### config.mk
export PLATFORM = sky130hd
export DESIGN_NAME = cfmfc_core
export DESIGN_NICKNAME = d
export VERILOG_FILES = /design/src/core/cfmfc_pkg.sv /design/src/core/cfmfc_core.sv
export SDC_FILE = /design/constraint.sdc
export NUM_CORES = 1
export LEC_CHECK = 0
export BUFFER_PORTS_ARGS = -buffer_cell sky130_fd_sc_hd__buf_2
export CELL_PAD_IN_SITES_DETAIL_PLACEMENT = 0
export CELL_PAD_IN_SITES_GLOBAL_PLACEMENT = 1
export CORE_MARGIN = 1.5
export CORE_UTILIZATION = 35
export CTS_BUF_LIST = sky130_fd_sc_hd__clkbuf_8
export CTS_CLUSTER_SIZE = 20
export DETAILED_ROUTE_END_ITERATION = 7
export PLACE_DENSITY_LB_ADDON = 0.1
export SLEW_MARGIN = 15
export SYNTH_ARGS = -nofsm -noshare
export SYNTH_HDL_FRONTEND = slang
export SYNTH_SLANG_ARGS = --single-unit
export TNS_END_PERCENT = 50
### constraint.sdc
create_clock -name clk -period 2.5 [get_ports clk]
set_input_delay 0.125 -clock clk [delete_from_list [all_inputs] [get_ports clk]]
set_output_delay 0.125 -clock clk [all_outputs]
set_load 0.05 [all_outputs]
### src/core/cfmfc_pkg.sv
// Constants and carrier types for the CAN frame-format control block
`default_nettype none
package cfmfc_pkg;
	// ==========================================================
	// Register byte offsets
	localparam logic [4:0] OFF_MODE    = 5'h00;
	localparam logic [4:0] OFF_TIMING  = 5'h04;
	localparam logic [4:0] OFF_STATUS  = 5'h08;
	localparam logic [4:0] OFF_MASK    = 5'h0c;
	localparam logic [4:0] OFF_PENDING = 5'h10;
	// ==========================================================
	// Mode register fields
	localparam int FDE_LSB   = 0;  // fd_enable_field, 2 bits
	localparam int CMR_LSB   = 4;  // mode_change_request_field, 2 bits
	localparam int FDO_BIT   = 8;  // fd_active_flag
	localparam int FDBS_BIT  = 9;  // bitrate_switch_active_flag
	localparam int RESTR_BIT = 12; // Restricted operation
	// Timing register fields
	localparam int PRESC_LSB = 0;  // quantum_prescaler_field, 9 bits
	localparam int SEG2_LSB  = 16; // phase_seg_two_field, 7 bits
	// Status and mask bits
	localparam int ST_PEX    = 0;
	localparam int ST_MRAF   = 1;  // msg_store_access_fail_flag
	localparam int ST_RXOK   = 2;
	localparam int ST_TXDONE = 3;
	localparam int ST_W      = 4;
	// ==========================================================
	// Reset values and encodings
	localparam logic [1:0] FDE_RST     = 2'h0;
	localparam logic [8:0] PRESC_RST   = 9'h000;
	localparam logic [6:0] SEG2_RST    = 7'h01;
	localparam logic [1:0] CMR_NONE    = 2'h0;
	localparam logic [1:0] CMR_FD      = 2'h1;
	localparam logic [1:0] CMR_FD_BRS  = 2'h2;
	localparam logic [1:0] CMR_CLASSIC = 2'h3;
	localparam logic       DOMINANT    = 1'b0;
	localparam logic       RECESSIVE   = 1'b1;
	// ==========================================================
	// Types
	typedef enum logic [1:0] {MODE_CLASSIC, MODE_FD, MODE_FD_BRS} cfmfc_mode_type;
	typedef struct packed {
		logic       ext_id;
		logic       rtr;
		logic       want_fd;
		logic       want_brs;
		logic [3:0] dlc;
	} cfmfc_tx_req_type;
	typedef struct packed {
		logic       ide;
		logic       res_after_rtr;
		logic       fdf;
		logic       brs;
		logic [3:0] dlc;
	} cfmfc_tx_ctrl_type;
	typedef struct packed {
		logic extended_length_flag;
		logic brs;
	} cfmfc_tx_event_type;
	typedef struct packed {
		logic [28:0] id;
		logic        ide;
		logic        fdf;
		logic        res;
		logic [3:0]  dlc;
	} cfmfc_rx_hdr_type;
endpackage : cfmfc_pkg
`default_nettype wire

### src/core/cfmfc_core.sv
// Frame-format, operating-mode and exception control for a CAN FD controller
//
// Design decisions made here: the address map and the Avalon-MM register port.
`default_nettype none
// Operation
// - Length code and data byte count stay exact despite identifier stuff bits.
// - Non-zero FD enable enables FD; zero means classic only.
// - Mode request field clears to zero once taken.
// - Readable flags show FD and bit rate switching active.
// - Received arbitration bits never replaced by pending transmit bits.
// - Good received frames go to the receive handler.
// - Zero segment two and prescaler give one-quantum segment, one-clock quantum.
// - Classic extended frames send the reserved bit after remote request dominant.
// - FD frames send FDF recessive and the whole frame in FD format.
// - FDF and following reserved bit recessive: exception event, frame discarded.
// - Next frame after an exception is handled normally.
// - Storage failure flag set only by a real storage failure.
// - Transmit event entry format flags match the frame actually sent.
// - Storage failure during transmit enters restricted operation and aborts it.
module cfmfc_core (
	// Clock and reset
	input  wire logic                          clk,
	input  wire logic                          rst_b,
	// Avalon-MM slave
	input  wire logic [4:0]                    address,
	input  wire logic                          read,
	input  wire logic                          write,
	input  wire logic [3:0]                    byteenable,
	input  wire logic [31:0]                   writedata,
	output logic [31:0]                        readdata,
	output logic                               waitrequest,
	output logic                               irq,
	// Transmit handler side
	input  wire logic                          tx_start,
	input  wire cfmfc_pkg::cfmfc_tx_req_type   tx_req,
	input  wire logic                          tx_done,
	input  wire logic [31:0]                   tx_buffer_pending_bits,
	output logic                               tx_ready,
	output cfmfc_pkg::cfmfc_tx_ctrl_type       tx_ctrl,
	output logic                               tx_abort,
	output logic                               tx_event_valid,
	output cfmfc_pkg::cfmfc_tx_event_type      tx_event,
	// Receive decoder side
	input  wire logic                          rx_sof,
	input  wire logic                          rx_hdr_valid,
	input  wire cfmfc_pkg::cfmfc_rx_hdr_type   rx_hdr_in,
	input  wire logic                          rx_frame_end,
	input  wire logic                          rx_frame_ok,
	output logic                               rx_deliver,
	output logic                               rx_discard,
	output cfmfc_pkg::cfmfc_rx_hdr_type        rx_hdr,
	// Storage and bit timing
	input  wire logic                          msg_store_fail,
	input  wire logic                          sample_point,
	output logic                               tq_tick,
	output logic                               seg2_done
);
	// ==========================================================
	// State
	logic [31:0]               readdata_reg;
	logic                      waitrequest_reg;
	logic                      irq_reg;
	logic [1:0]                fd_enable_field_reg;
	logic [1:0]                mode_change_request_field_reg;
	logic                      restricted_reg;
	logic [8:0]                quantum_prescaler_field_reg;
	logic [6:0]                phase_seg_two_field_reg;
	logic [cfmfc_pkg::ST_W-1:0] status_reg;
	logic [cfmfc_pkg::ST_W-1:0] mask_reg;
	cfmfc_pkg::cfmfc_mode_type mode_reg;
	logic                      tx_busy_reg, tx_ready_reg, tx_abort_reg, tx_event_valid_reg;
	cfmfc_pkg::cfmfc_tx_ctrl_type  tx_ctrl_reg;
	cfmfc_pkg::cfmfc_tx_event_type tx_event_reg;
	logic                      rx_active_reg, rx_held_reg, rx_deliver_reg, rx_discard_reg;
	cfmfc_pkg::cfmfc_rx_hdr_type   rx_hdr_reg;
	logic [8:0]                presc_cnt_reg;
	logic                      tq_tick_reg;
	logic [6:0]                seg2_cnt_reg;
	logic                      seg2_run_reg, seg2_done_reg;

	// Merge write data into an old value under the byte enables
	function automatic logic [31:0] merge_be(input logic [31:0] old_v, input logic [31:0] new_v,
			input logic [3:0] be);
		logic [31:0] r;
		r = old_v;
		for (int i = 0; i < 4; i++) begin
			if (be[i]) begin
				r[i*8 +: 8] = new_v[i*8 +: 8];
			end
		end
		return r;
	endfunction : merge_be

	// ==========================================================
	// Bus decode
	logic        wr_acc, rd_acc, fd_on, tx_take, bus_idle;
	logic [31:0] mode_word, timing_word, wr_mode, wr_timing, wr_status, wr_mask;
	logic [cfmfc_pkg::ST_W-1:0] events;

	// A write is acted on in the cycle waitrequest is low, a read in the wait cycle before it
	assign wr_acc = write && !waitrequest_reg;
	assign rd_acc = read && waitrequest_reg;
	assign fd_on  = (fd_enable_field_reg != 2'h0);
	assign bus_idle = !tx_busy_reg && !rx_active_reg && !rx_sof && !tx_start;
	assign tx_take = tx_start && tx_ready_reg;

	// Register images as software sees them
	always_comb begin
		mode_word = 32'h0000_0000;
		mode_word[cfmfc_pkg::FDE_LSB +: 2] = fd_enable_field_reg;
		mode_word[cfmfc_pkg::CMR_LSB +: 2] = mode_change_request_field_reg;
		mode_word[cfmfc_pkg::FDO_BIT]  = fd_on && (mode_reg != cfmfc_pkg::MODE_CLASSIC);
		mode_word[cfmfc_pkg::FDBS_BIT] = fd_on && (mode_reg == cfmfc_pkg::MODE_FD_BRS);
		mode_word[cfmfc_pkg::RESTR_BIT] = restricted_reg;
		timing_word = 32'h0000_0000;
		timing_word[cfmfc_pkg::PRESC_LSB +: 9] = quantum_prescaler_field_reg;
		timing_word[cfmfc_pkg::SEG2_LSB +: 7]  = phase_seg_two_field_reg;
	end

	assign wr_mode   = merge_be(mode_word, writedata, byteenable);
	assign wr_timing = merge_be(timing_word, writedata, byteenable);
	assign wr_status = merge_be(32'h0000_0000, writedata, byteenable);
	assign wr_mask   = merge_be({28'h0000000, mask_reg}, writedata, byteenable);

	// Handshake: one wait cycle, then the access completes
	always_ff @(posedge clk or negedge rst_b) begin
		if (!rst_b) begin
			waitrequest_reg <= 1'b1;
		end else begin
			waitrequest_reg <= !((read || write) && waitrequest_reg);
		end
	end

	// Read data loaded in the wait cycle; unmapped reads zero
	always_ff @(posedge clk or negedge rst_b) begin
		if (!rst_b) begin
			readdata_reg <= 32'h0000_0000;
		end else if (rd_acc) begin
			case (address)
				cfmfc_pkg::OFF_MODE:    readdata_reg <= mode_word;
				cfmfc_pkg::OFF_TIMING:  readdata_reg <= timing_word;
				cfmfc_pkg::OFF_STATUS:  readdata_reg <= {28'h0000000, status_reg};
				cfmfc_pkg::OFF_MASK:    readdata_reg <= {28'h0000000, mask_reg};
				cfmfc_pkg::OFF_PENDING: readdata_reg <= tx_buffer_pending_bits;
				default:                readdata_reg <= 32'h0000_0000;
			endcase
		end
	end

	// ==========================================================
	// Mode control
	// Configuration fields written by software
	always_ff @(posedge clk or negedge rst_b) begin
		if (!rst_b) begin
			fd_enable_field_reg         <= cfmfc_pkg::FDE_RST;
			quantum_prescaler_field_reg <= cfmfc_pkg::PRESC_RST;
			phase_seg_two_field_reg     <= cfmfc_pkg::SEG2_RST;
			mask_reg                    <= '0;
		end else if (wr_acc) begin
			if (address == cfmfc_pkg::OFF_MODE) begin
				fd_enable_field_reg <= wr_mode[cfmfc_pkg::FDE_LSB +: 2];
			end
			if (address == cfmfc_pkg::OFF_TIMING) begin
				quantum_prescaler_field_reg <= wr_timing[cfmfc_pkg::PRESC_LSB +: 9];
				phase_seg_two_field_reg     <= wr_timing[cfmfc_pkg::SEG2_LSB +: 7];
			end
			if (address == cfmfc_pkg::OFF_MASK) begin
				mask_reg <= wr_mask[cfmfc_pkg::ST_W-1:0];
			end
		end
	end

	// Requests are held, applied between frames, then acknowledged by clearing
	always_ff @(posedge clk or negedge rst_b) begin
		if (!rst_b) begin
			mode_change_request_field_reg <= cfmfc_pkg::CMR_NONE;
			mode_reg                      <= cfmfc_pkg::MODE_CLASSIC;
		end else begin
			if (!fd_on) begin
				mode_reg <= cfmfc_pkg::MODE_CLASSIC;
			end
			if (wr_acc && address == cfmfc_pkg::OFF_MODE) begin
				mode_change_request_field_reg <= wr_mode[cfmfc_pkg::CMR_LSB +: 2];
			end else if (mode_change_request_field_reg != cfmfc_pkg::CMR_NONE && bus_idle) begin
				// A new write wins over the acknowledge, so no request is lost
				mode_change_request_field_reg <= cfmfc_pkg::CMR_NONE;
				if (fd_on) begin
					case (mode_change_request_field_reg)
						cfmfc_pkg::CMR_FD:     mode_reg <= cfmfc_pkg::MODE_FD;
						cfmfc_pkg::CMR_FD_BRS: mode_reg <= cfmfc_pkg::MODE_FD_BRS;
						default:               mode_reg <= cfmfc_pkg::MODE_CLASSIC;
					endcase
				end
			end
		end
	end

	// ==========================================================
	// Transmit path
	// Restricted: set by storage failure mid-transmit, cleared by writing zero
	always_ff @(posedge clk or negedge rst_b) begin
		if (!rst_b) begin
			restricted_reg <= 1'b0;
		end else if (msg_store_fail && tx_busy_reg) begin
			restricted_reg <= 1'b1;
		end else if (wr_acc && address == cfmfc_pkg::OFF_MODE) begin
			restricted_reg <= restricted_reg & wr_mode[cfmfc_pkg::RESTR_BIT];
		end
	end

	// Frame format is frozen at start so later mode changes cannot touch it
	always_ff @(posedge clk or negedge rst_b) begin
		if (!rst_b) begin
			tx_busy_reg  <= 1'b0;
			tx_abort_reg <= 1'b0;
			tx_ctrl_reg  <= '0;
			tx_event_reg <= '0;
		end else begin
			tx_abort_reg <= 1'b0;
			if (tx_busy_reg && msg_store_fail) begin
				tx_busy_reg  <= 1'b0;
				tx_abort_reg <= 1'b1;
			end else if (tx_busy_reg && tx_done) begin
				tx_busy_reg <= 1'b0;
			end else if (tx_take) begin
				tx_busy_reg <= 1'b1;
				tx_ctrl_reg.ide <= tx_req.ext_id;
				tx_ctrl_reg.res_after_rtr <= cfmfc_pkg::DOMINANT;
				tx_ctrl_reg.dlc <= tx_req.dlc;
				if (tx_req.want_fd && mode_reg != cfmfc_pkg::MODE_CLASSIC && fd_on) begin
					tx_ctrl_reg.fdf <= cfmfc_pkg::RECESSIVE;
					tx_ctrl_reg.brs <= tx_req.want_brs && mode_reg == cfmfc_pkg::MODE_FD_BRS;
					tx_event_reg.extended_length_flag <= 1'b1;
					tx_event_reg.brs <= tx_req.want_brs && mode_reg == cfmfc_pkg::MODE_FD_BRS;
				end else begin
					tx_ctrl_reg.fdf <= cfmfc_pkg::DOMINANT;
					tx_ctrl_reg.brs <= 1'b0;
					tx_event_reg    <= '0;
				end
			end
		end
	end

	// Ready drops when a frame is taken or restriction starts
	always_ff @(posedge clk or negedge rst_b) begin
		if (!rst_b) begin
			tx_ready_reg       <= 1'b0;
			tx_event_valid_reg <= 1'b0;
		end else begin
			tx_ready_reg <= !restricted_reg && !(msg_store_fail && tx_busy_reg)
				&& !(tx_busy_reg && !tx_done) && !tx_take;
			tx_event_valid_reg <= tx_busy_reg && tx_done && !msg_store_fail;
		end
	end

	// ==========================================================
	// Receive path
	// Header comes only from received bits, never from pending transmit data
	always_ff @(posedge clk or negedge rst_b) begin
		if (!rst_b) begin
			rx_active_reg  <= 1'b0;
			rx_held_reg    <= 1'b0;
			rx_deliver_reg <= 1'b0;
			rx_discard_reg <= 1'b0;
			rx_hdr_reg     <= '0;
		end else begin
			rx_deliver_reg <= 1'b0;
			rx_discard_reg <= 1'b0;
			if (rx_sof) begin
				rx_active_reg <= 1'b1;
				rx_held_reg   <= 1'b0;
			end else if (rx_hdr_valid && rx_active_reg) begin
				if (rx_hdr_in.fdf == cfmfc_pkg::RECESSIVE && rx_hdr_in.res == cfmfc_pkg::RECESSIVE) begin
					rx_active_reg  <= 1'b0;
					rx_held_reg    <= 1'b0;
					rx_discard_reg <= 1'b1;
				end else begin
					rx_hdr_reg  <= rx_hdr_in;
					rx_held_reg <= 1'b1;
				end
			end else if (rx_frame_end && rx_active_reg) begin
				rx_active_reg  <= 1'b0;
				rx_held_reg    <= 1'b0;
				rx_deliver_reg <= rx_held_reg && rx_frame_ok;
			end
		end
	end

	// ==========================================================
	// Bit timing: quantum is prescaler+1 clocks, segment two is field+1 quanta
	always_ff @(posedge clk or negedge rst_b) begin
		if (!rst_b) begin
			presc_cnt_reg <= 9'h000;
			tq_tick_reg   <= 1'b0;
		end else if (presc_cnt_reg >= quantum_prescaler_field_reg) begin
			presc_cnt_reg <= 9'h000;
			tq_tick_reg   <= 1'b1;
		end else begin
			presc_cnt_reg <= presc_cnt_reg + 9'h001;
			tq_tick_reg   <= 1'b0;
		end
	end

	// Segment two counts quanta after each sample point
	always_ff @(posedge clk or negedge rst_b) begin
		if (!rst_b) begin
			seg2_cnt_reg  <= 7'h00;
			seg2_run_reg  <= 1'b0;
			seg2_done_reg <= 1'b0;
		end else begin
			seg2_done_reg <= 1'b0;
			if (sample_point) begin
				seg2_run_reg <= 1'b1;
				seg2_cnt_reg <= 7'h00;
			end else if (seg2_run_reg && tq_tick_reg) begin
				if (seg2_cnt_reg >= phase_seg_two_field_reg) begin
					seg2_run_reg  <= 1'b0;
					seg2_done_reg <= 1'b1;
				end else begin
					seg2_cnt_reg <= seg2_cnt_reg + 7'h01;
				end
			end
		end
	end

	// ==========================================================
	// Interrupts: sticky events, write one to clear, set wins over clear
	assign events = {tx_busy_reg && tx_done && !msg_store_fail,
		rx_deliver_reg, msg_store_fail, rx_discard_reg};

	always_ff @(posedge clk or negedge rst_b) begin
		if (!rst_b) begin
			status_reg <= '0;
			irq_reg    <= 1'b0;
		end else begin
			if (wr_acc && address == cfmfc_pkg::OFF_STATUS) begin
				status_reg <= (status_reg & ~wr_status[cfmfc_pkg::ST_W-1:0]) | events;
			end else begin
				status_reg <= status_reg | events;
			end
			irq_reg <= |(status_reg & mask_reg);
		end
	end

	// ==========================================================
	// Outputs
	assign readdata       = readdata_reg;
	assign waitrequest    = waitrequest_reg;
	assign irq            = irq_reg;
	assign tx_ready       = tx_ready_reg;
	assign tx_ctrl        = tx_ctrl_reg;
	assign tx_abort       = tx_abort_reg;
	assign tx_event_valid = tx_event_valid_reg;
	assign tx_event       = tx_event_reg;
	assign rx_deliver     = rx_deliver_reg;
	assign rx_discard     = rx_discard_reg;
	assign rx_hdr         = rx_hdr_reg;
	assign tq_tick        = tq_tick_reg;
	assign seg2_done      = seg2_done_reg;
endmodule : cfmfc_core
`default_nettype wire

; After elaboration in Yosys (flattened, before gate mapping)
; Index checks and enable logic that the tools add are counted.
[word_totals]
regBits = 135
elab_cells = 163
[op_classes]
bitwise = 10
n_eq_ne = 10
mux = 43
add_sub_neg = 2
reduce_logical = 62
n_lt_le_gt_ge = 2
[op_table]
columns = operator, n
row1 = case mux 32 bit (5 select lines), 1
row2 = logical AND 1 bit, 27
row3 = 2-to-1 mux 1 bit, 26
row4 = 2-to-1 mux 7 bit, 3
row5 = AND reduction 3 bit, 7
row6 = 2-to-1 mux 2 bit, 7
row7 = nonzero test 2 bit, 7
row8 = logical NOT 1 bit, 12
row9 = "equality test 5 x 4 -> 1 bit, second input constant", 2
row10 = "adder 9 x 1 -> 9 bit, second input constant", 1
row11 = greater-or-equal comparator 9 bit, 1
row12 = 2-to-1 mux 9 bit, 1
row13 = AND 4 bit, 2
row14 = 2-to-1 mux 4 bit, 2
row15 = bitwise OR 4 bit, 2
row16 = AND reduction 2 bit, 4
row17 = "adder 7 x 1 -> 7 bit, second input constant", 1
row18 = greater-or-equal comparator 7 bit, 1
row19 = 2-to-1 mux 6 bit, 1
row20 = nonzero test 3 bit, 2
row21 = "equality test 5 x 3 -> 1 bit, second input constant", 1
row22 = "equality test 5 bit, second input constant", 1
row23 = logical NOT 5 bit, 1
row24 = 2-to-1 mux 5 bit, 1
row25 = 10 further kinds, 15

; Longest topological paths before layout
[depth]
ltp_word = 7
depth_mapped = 8

; Worst setup path after synthesis
; OpenSTA, ideal clock, no wires.
[synth_timing]
kind = reg-to-reg
from = register phase_seg_two_field_reg[6]
to = register seg2_cnt_reg[5]
path_slack_ns = 0.367
path_stages_with_launch = 8
arrival_time_ns = 2.055
path_cell_list = dfrtp_1 > inv_1 > ha_1 > and4_4 > a2111oi_4 > o21ai_2 > or4_1 > a21oi_1
[synth_between]
elab_chain_cells = 3
[synth_rtl]
columns = element, line_no
row1 = "start, declared", cfmfc_core.sv:67  ; logic [6:0] phase_seg_two_field_reg;
row2 = "start signal, assigned", cfmfc_core.sv:157  ; phase_seg_two_field_reg <= cfmfc_pkg::SEG2_RST;
row3 = "start signal, assigned", cfmfc_core.sv:165  ; phase_seg_two_field_reg <= wr_timing[cfmfc_pkg::SEG2_LSB +: 7];
row4 = greater-or-equal comparator 7 bit, cfmfc_core.sv:316  ; if (seg2_cnt_reg >= phase_seg_two_field_reg) begin
row5 = != test 2 bit (no source line), --
row6 = AND reduction 2 bit (no source line), --
row7 = "end signal, assigned", cfmfc_core.sv:320  ; seg2_cnt_reg <= seg2_cnt_reg + 7'h01;
row8 = "end, declared", cfmfc_core.sv:78  ; logic [6:0] seg2_cnt_reg;
; No other way between the ends.
; A chain may end at the register's enable or synchronous reset.

; Final worst setup path
; Same ends and word-level chain as after synthesis.

==> flow_metrics.env <==
export IMPL_p_total_mw=6.47
export IMPL_synthSimpleGateAreaFrac_pct=11.9
export IMPL_worst_endpoint_required_ns=2.87
export IMPL_final_antenna_net_count=0
export IMPL_ir_drop_mv=0.393
export IMPL_post_route_period_util_pct=92.5
export IMPL_grt_overflow_total=0
export IMPL_remaining_drc_errors=0
export IMPL_crit_buf_inv=1
export IMPL_drt_wl_total_microns=16000
export IMPL_vias=5050
export IMPL_clockPowerShare_pct=28.5
export IMPL_ys_seq_area_share_pct=56.4
export IMPL_track_usage_pct=18.7
export IMPL_layout_common_cells="buf_2, dfrtp_1, dlygate4sd3_1, nand2_1, mux2_2"
export IMPL_grt_max_degree=59
export IMPL_largest_reg_flops=36
export IMPL_area_growth_pct=44.8
export IMPL_layout_commonest_cell="buf_2"
export IMPL_drive_gt1_share_pct=37.5
export IMPL_synth_compound_area_share_pct=11.2
export IMPL_cp_slowest_cell="or4_1"
export IMPL_nets=969
export IMPL_finalHoldViolCount=0
export IMPL_max_stage_delay_ns=0.53
export IMPL_seqPwrFrac_pct=41.6
export IMPL_fin_worst_skew_ns=0.00937
export IMPL_synth_cell_types=57
export IMPL_p_int_mw=4.16
export IMPL_clkSinkCount=135
export IMPL_arrival_ns=2.68
export IMPL_fp_dieH_microns=134
export IMPL_start_util_pct=36.0
export IMPL_rsz0062_at_grt="no"
export IMPL_cts_resized_gates=0
export IMPL_first_pass_iters=4
export IMPL_clk_insertion_delay_late_ns=0.44
export IMPL_worstPathMaxFanout=5
export IMPL_clock_fmax_ghz=0.432
export IMPL_layout_min_cycle_time_ns=2.31
export IMPL_drv_slew=0
export IMPL_status="complete, no violations"
export IMPL_cts_clk_slew_worst_paths_ns=0.08
export IMPL_hpwl_microns=11300
export IMPL_cts_buffers=17
export IMPL_die_w_microns=134
export IMPL_cts_htree_levels=4
export IMPL_crit_path_start_kind="register"
export IMPL_synth_ff_latch_count=135
export IMPL_setup_viol=0
export IMPL_syn_avg_cell_area_sq_um=11.6
export IMPL_rows=47
export IMPL_crit_family="simple AND/OR/NAND/NOR gates"
export IMPL_grt_pass1_wl_microns=26100
export IMPL_p_per_area_nw_per_um2=746
export IMPL_synth_ff_type="dfrtp_1"
export IMPL_synth_top_cell_by_area="dfrtp_1"
export IMPL_power_switching_mw=2.31
export IMPL_cts_setup_buffers=0
export IMPL_power_frac_comb_pct=29.9
export IMPL_synth_cell_area_sq_um=5990
export IMPL_cts_buffer_depth=2
export IMPL_path_class="register to register"
export IMPL_holdCritPathClass="input port to register"
export IMPL_io_pins=216
export IMPL_cap_violations=0
export IMPL_worst_setup_path_end_kind="register"
export IMPL_synth_cells=515
export IMPL_yosys_area_top_type_share_pct=55.6
export IMPL_grt_pass1_vias=5255
export IMPL_portBuffers=197
export IMPL_wl_per_cell_microns=15.2
export IMPL_synth_edf_count=0
export IMPL_cp_num_cells=7
export IMPL_gp_congestion=0.790
export IMPL_async_reset_ff_share_pct=100
export IMPL_swShare_pct=35.7
export IMPL_crit_chain="inv_1 > ha_1 > and4_4 > a2111oi_4 > o21ai_2 > or4_1 > a21oi_1"
export IMPL_slew_headroom_pct=58.5
export IMPL_netlist_top_cells_area="dfrtp_1, mux2_2, nand2_1, ha_1, o21ai_0"
export IMPL_reg2regPathDepth=7
export IMPL_yosys_warnings=0
export IMPL_cts_tree="yes"
export IMPL_syn_num_nets=662
export IMPL_synth_xor_area_share_pct=1.32
export IMPL_setup_tns_ns=0
export IMPL_synth_top_family_by_area="multiplexers"
export IMPL_via_per_inst=4.79
export IMPL_power_leakage_nw=4.22
export IMPL_worstMarginPinSlew_ns=0.619
export IMPL_hold_depth=3
export IMPL_synth_fa_ha_area_share_pct=3.76
export IMPL_core_area_sq_um=16600
export IMPL_dieArea_sq_um=17900
export IMPL_drtIter0Drc=220
export IMPL_cts_root_buf="clkbuf_8"
export IMPL_antenna_found_initial=0
export IMPL_synthMuxAreaShare_pct=12.4
cell type report:
type | instances | area, sq um
fill | 1529 | 7970
antenna | 1 | 2.50
multi-input combinational | 338 | 2450
sequential | 135 | 3380
clock inverter | 12 | 138
tap | 220 | 275
clock buffer | 19 | 262
timing repair buffer | 308 | 2090
inverter | 22 | 82.6
worst reg2reg max path, stage by stage, from the launching register on:
cell	delay, ns
dfrtp_1	0.36
inv_1	0.06
ha_1	0.36
and4_4	0.24
a2111oi_4	0.39
o21ai_2	0.15
or4_1	0.53
a21oi_1	0.16
synth_stat cells, types with 2 or more instances:
cell type,n
inv_1,22
nand2_1,69
a21oi_1,6
buf_2,3
xnor2_1,3
a22o_1,2
nor2b_1,6
nand4_1,5
nand2b_1,4
clkbuf_1,14
a22oi_1,14
or4_1,2
nor3b_1,4
a221oi_1,2
and2_1,2
dfrtp_1,133
or3b_2,2
a222oi_1,3
nor2_1,25
ha_1,18
o31ai_1,3
mux2_2,63
a211oi_1,2
a21o_1,12
buf_4,3
o211ai_1,2
dfstp_2,2
o21ai_0,44
xor2_1,6
nand3_1,12
per-layer routing:
layer	routed length (microns)	track usage, %
met3	915	4.38
met4	284	7.19
met1	7270	24.0
met5	0	0
met2	7540	30.6
kinds of logic after synthesis:
group                      after synthesis
AOI/OAI and AO/OA                      100
xor gates and xnor gates                 9
adders and majority gates               18
buffers and inverters                   42
DFF                                    135
muxes                                   65
other                                    1
and+or+nand+nor                        145
metrics by stage:
step           worst slack [ns]  utilization [%]  hold WS, ns  cells  cell area [sq um]
2_1_floorplan             0.367                -       -0.171    515               5990
3_3_place_gp              0.268             43.7        0.132    924               7280
3_5_place_dp              0.192             43.7        0.128    924               7280
4_1_cts                   0.184             52.1     0.000887   1054               8670
5_1_grt                  0.0428             52.1       0.0297   1054               8670
6_report                  0.187             52.1       0.0274   1055               8670
power groups by stage:
stage / registers [mW] / logic, mW / clock network [mW]
5_1_grt: 2.73 / 2.07 / 2.00
3_3_place_gp: 2.71 / 1.79 / 0
6_report: 2.69 / 1.94 / 1.85
3_5_place_dp: 2.72 / 1.82 / 0
4_1_cts: 2.69 / 1.95 / 1.92
2_1_floorplan: 3.44 / 0.557 / 0
repair_timing:
action,CTS,global route
hold buffers,99,0
endpoints found under the setup margin,0,0
hold endpoints to repair,166,0
worst paths after layout:
kind                                                 start  slack, ns                to
min in group asynchronous                            rst_b       0.21      readdata[27]
max in group asynchronous                            rst_b       1.56  presc_cnt_reg[1]
worst min-delay path             tx_buffer_pending_bits[7]       0.03       readdata[7]
worst max-delay path            phase_seg_two_field_reg[6]       0.19   seg2_cnt_reg[5]
worst min register to register                  rx_discard       0.46     status_reg[0]
worst max register to register  phase_seg_two_field_reg[6]       0.19   seg2_cnt_reg[5]
No activity file was read; power rests on OpenSTA's default activity.
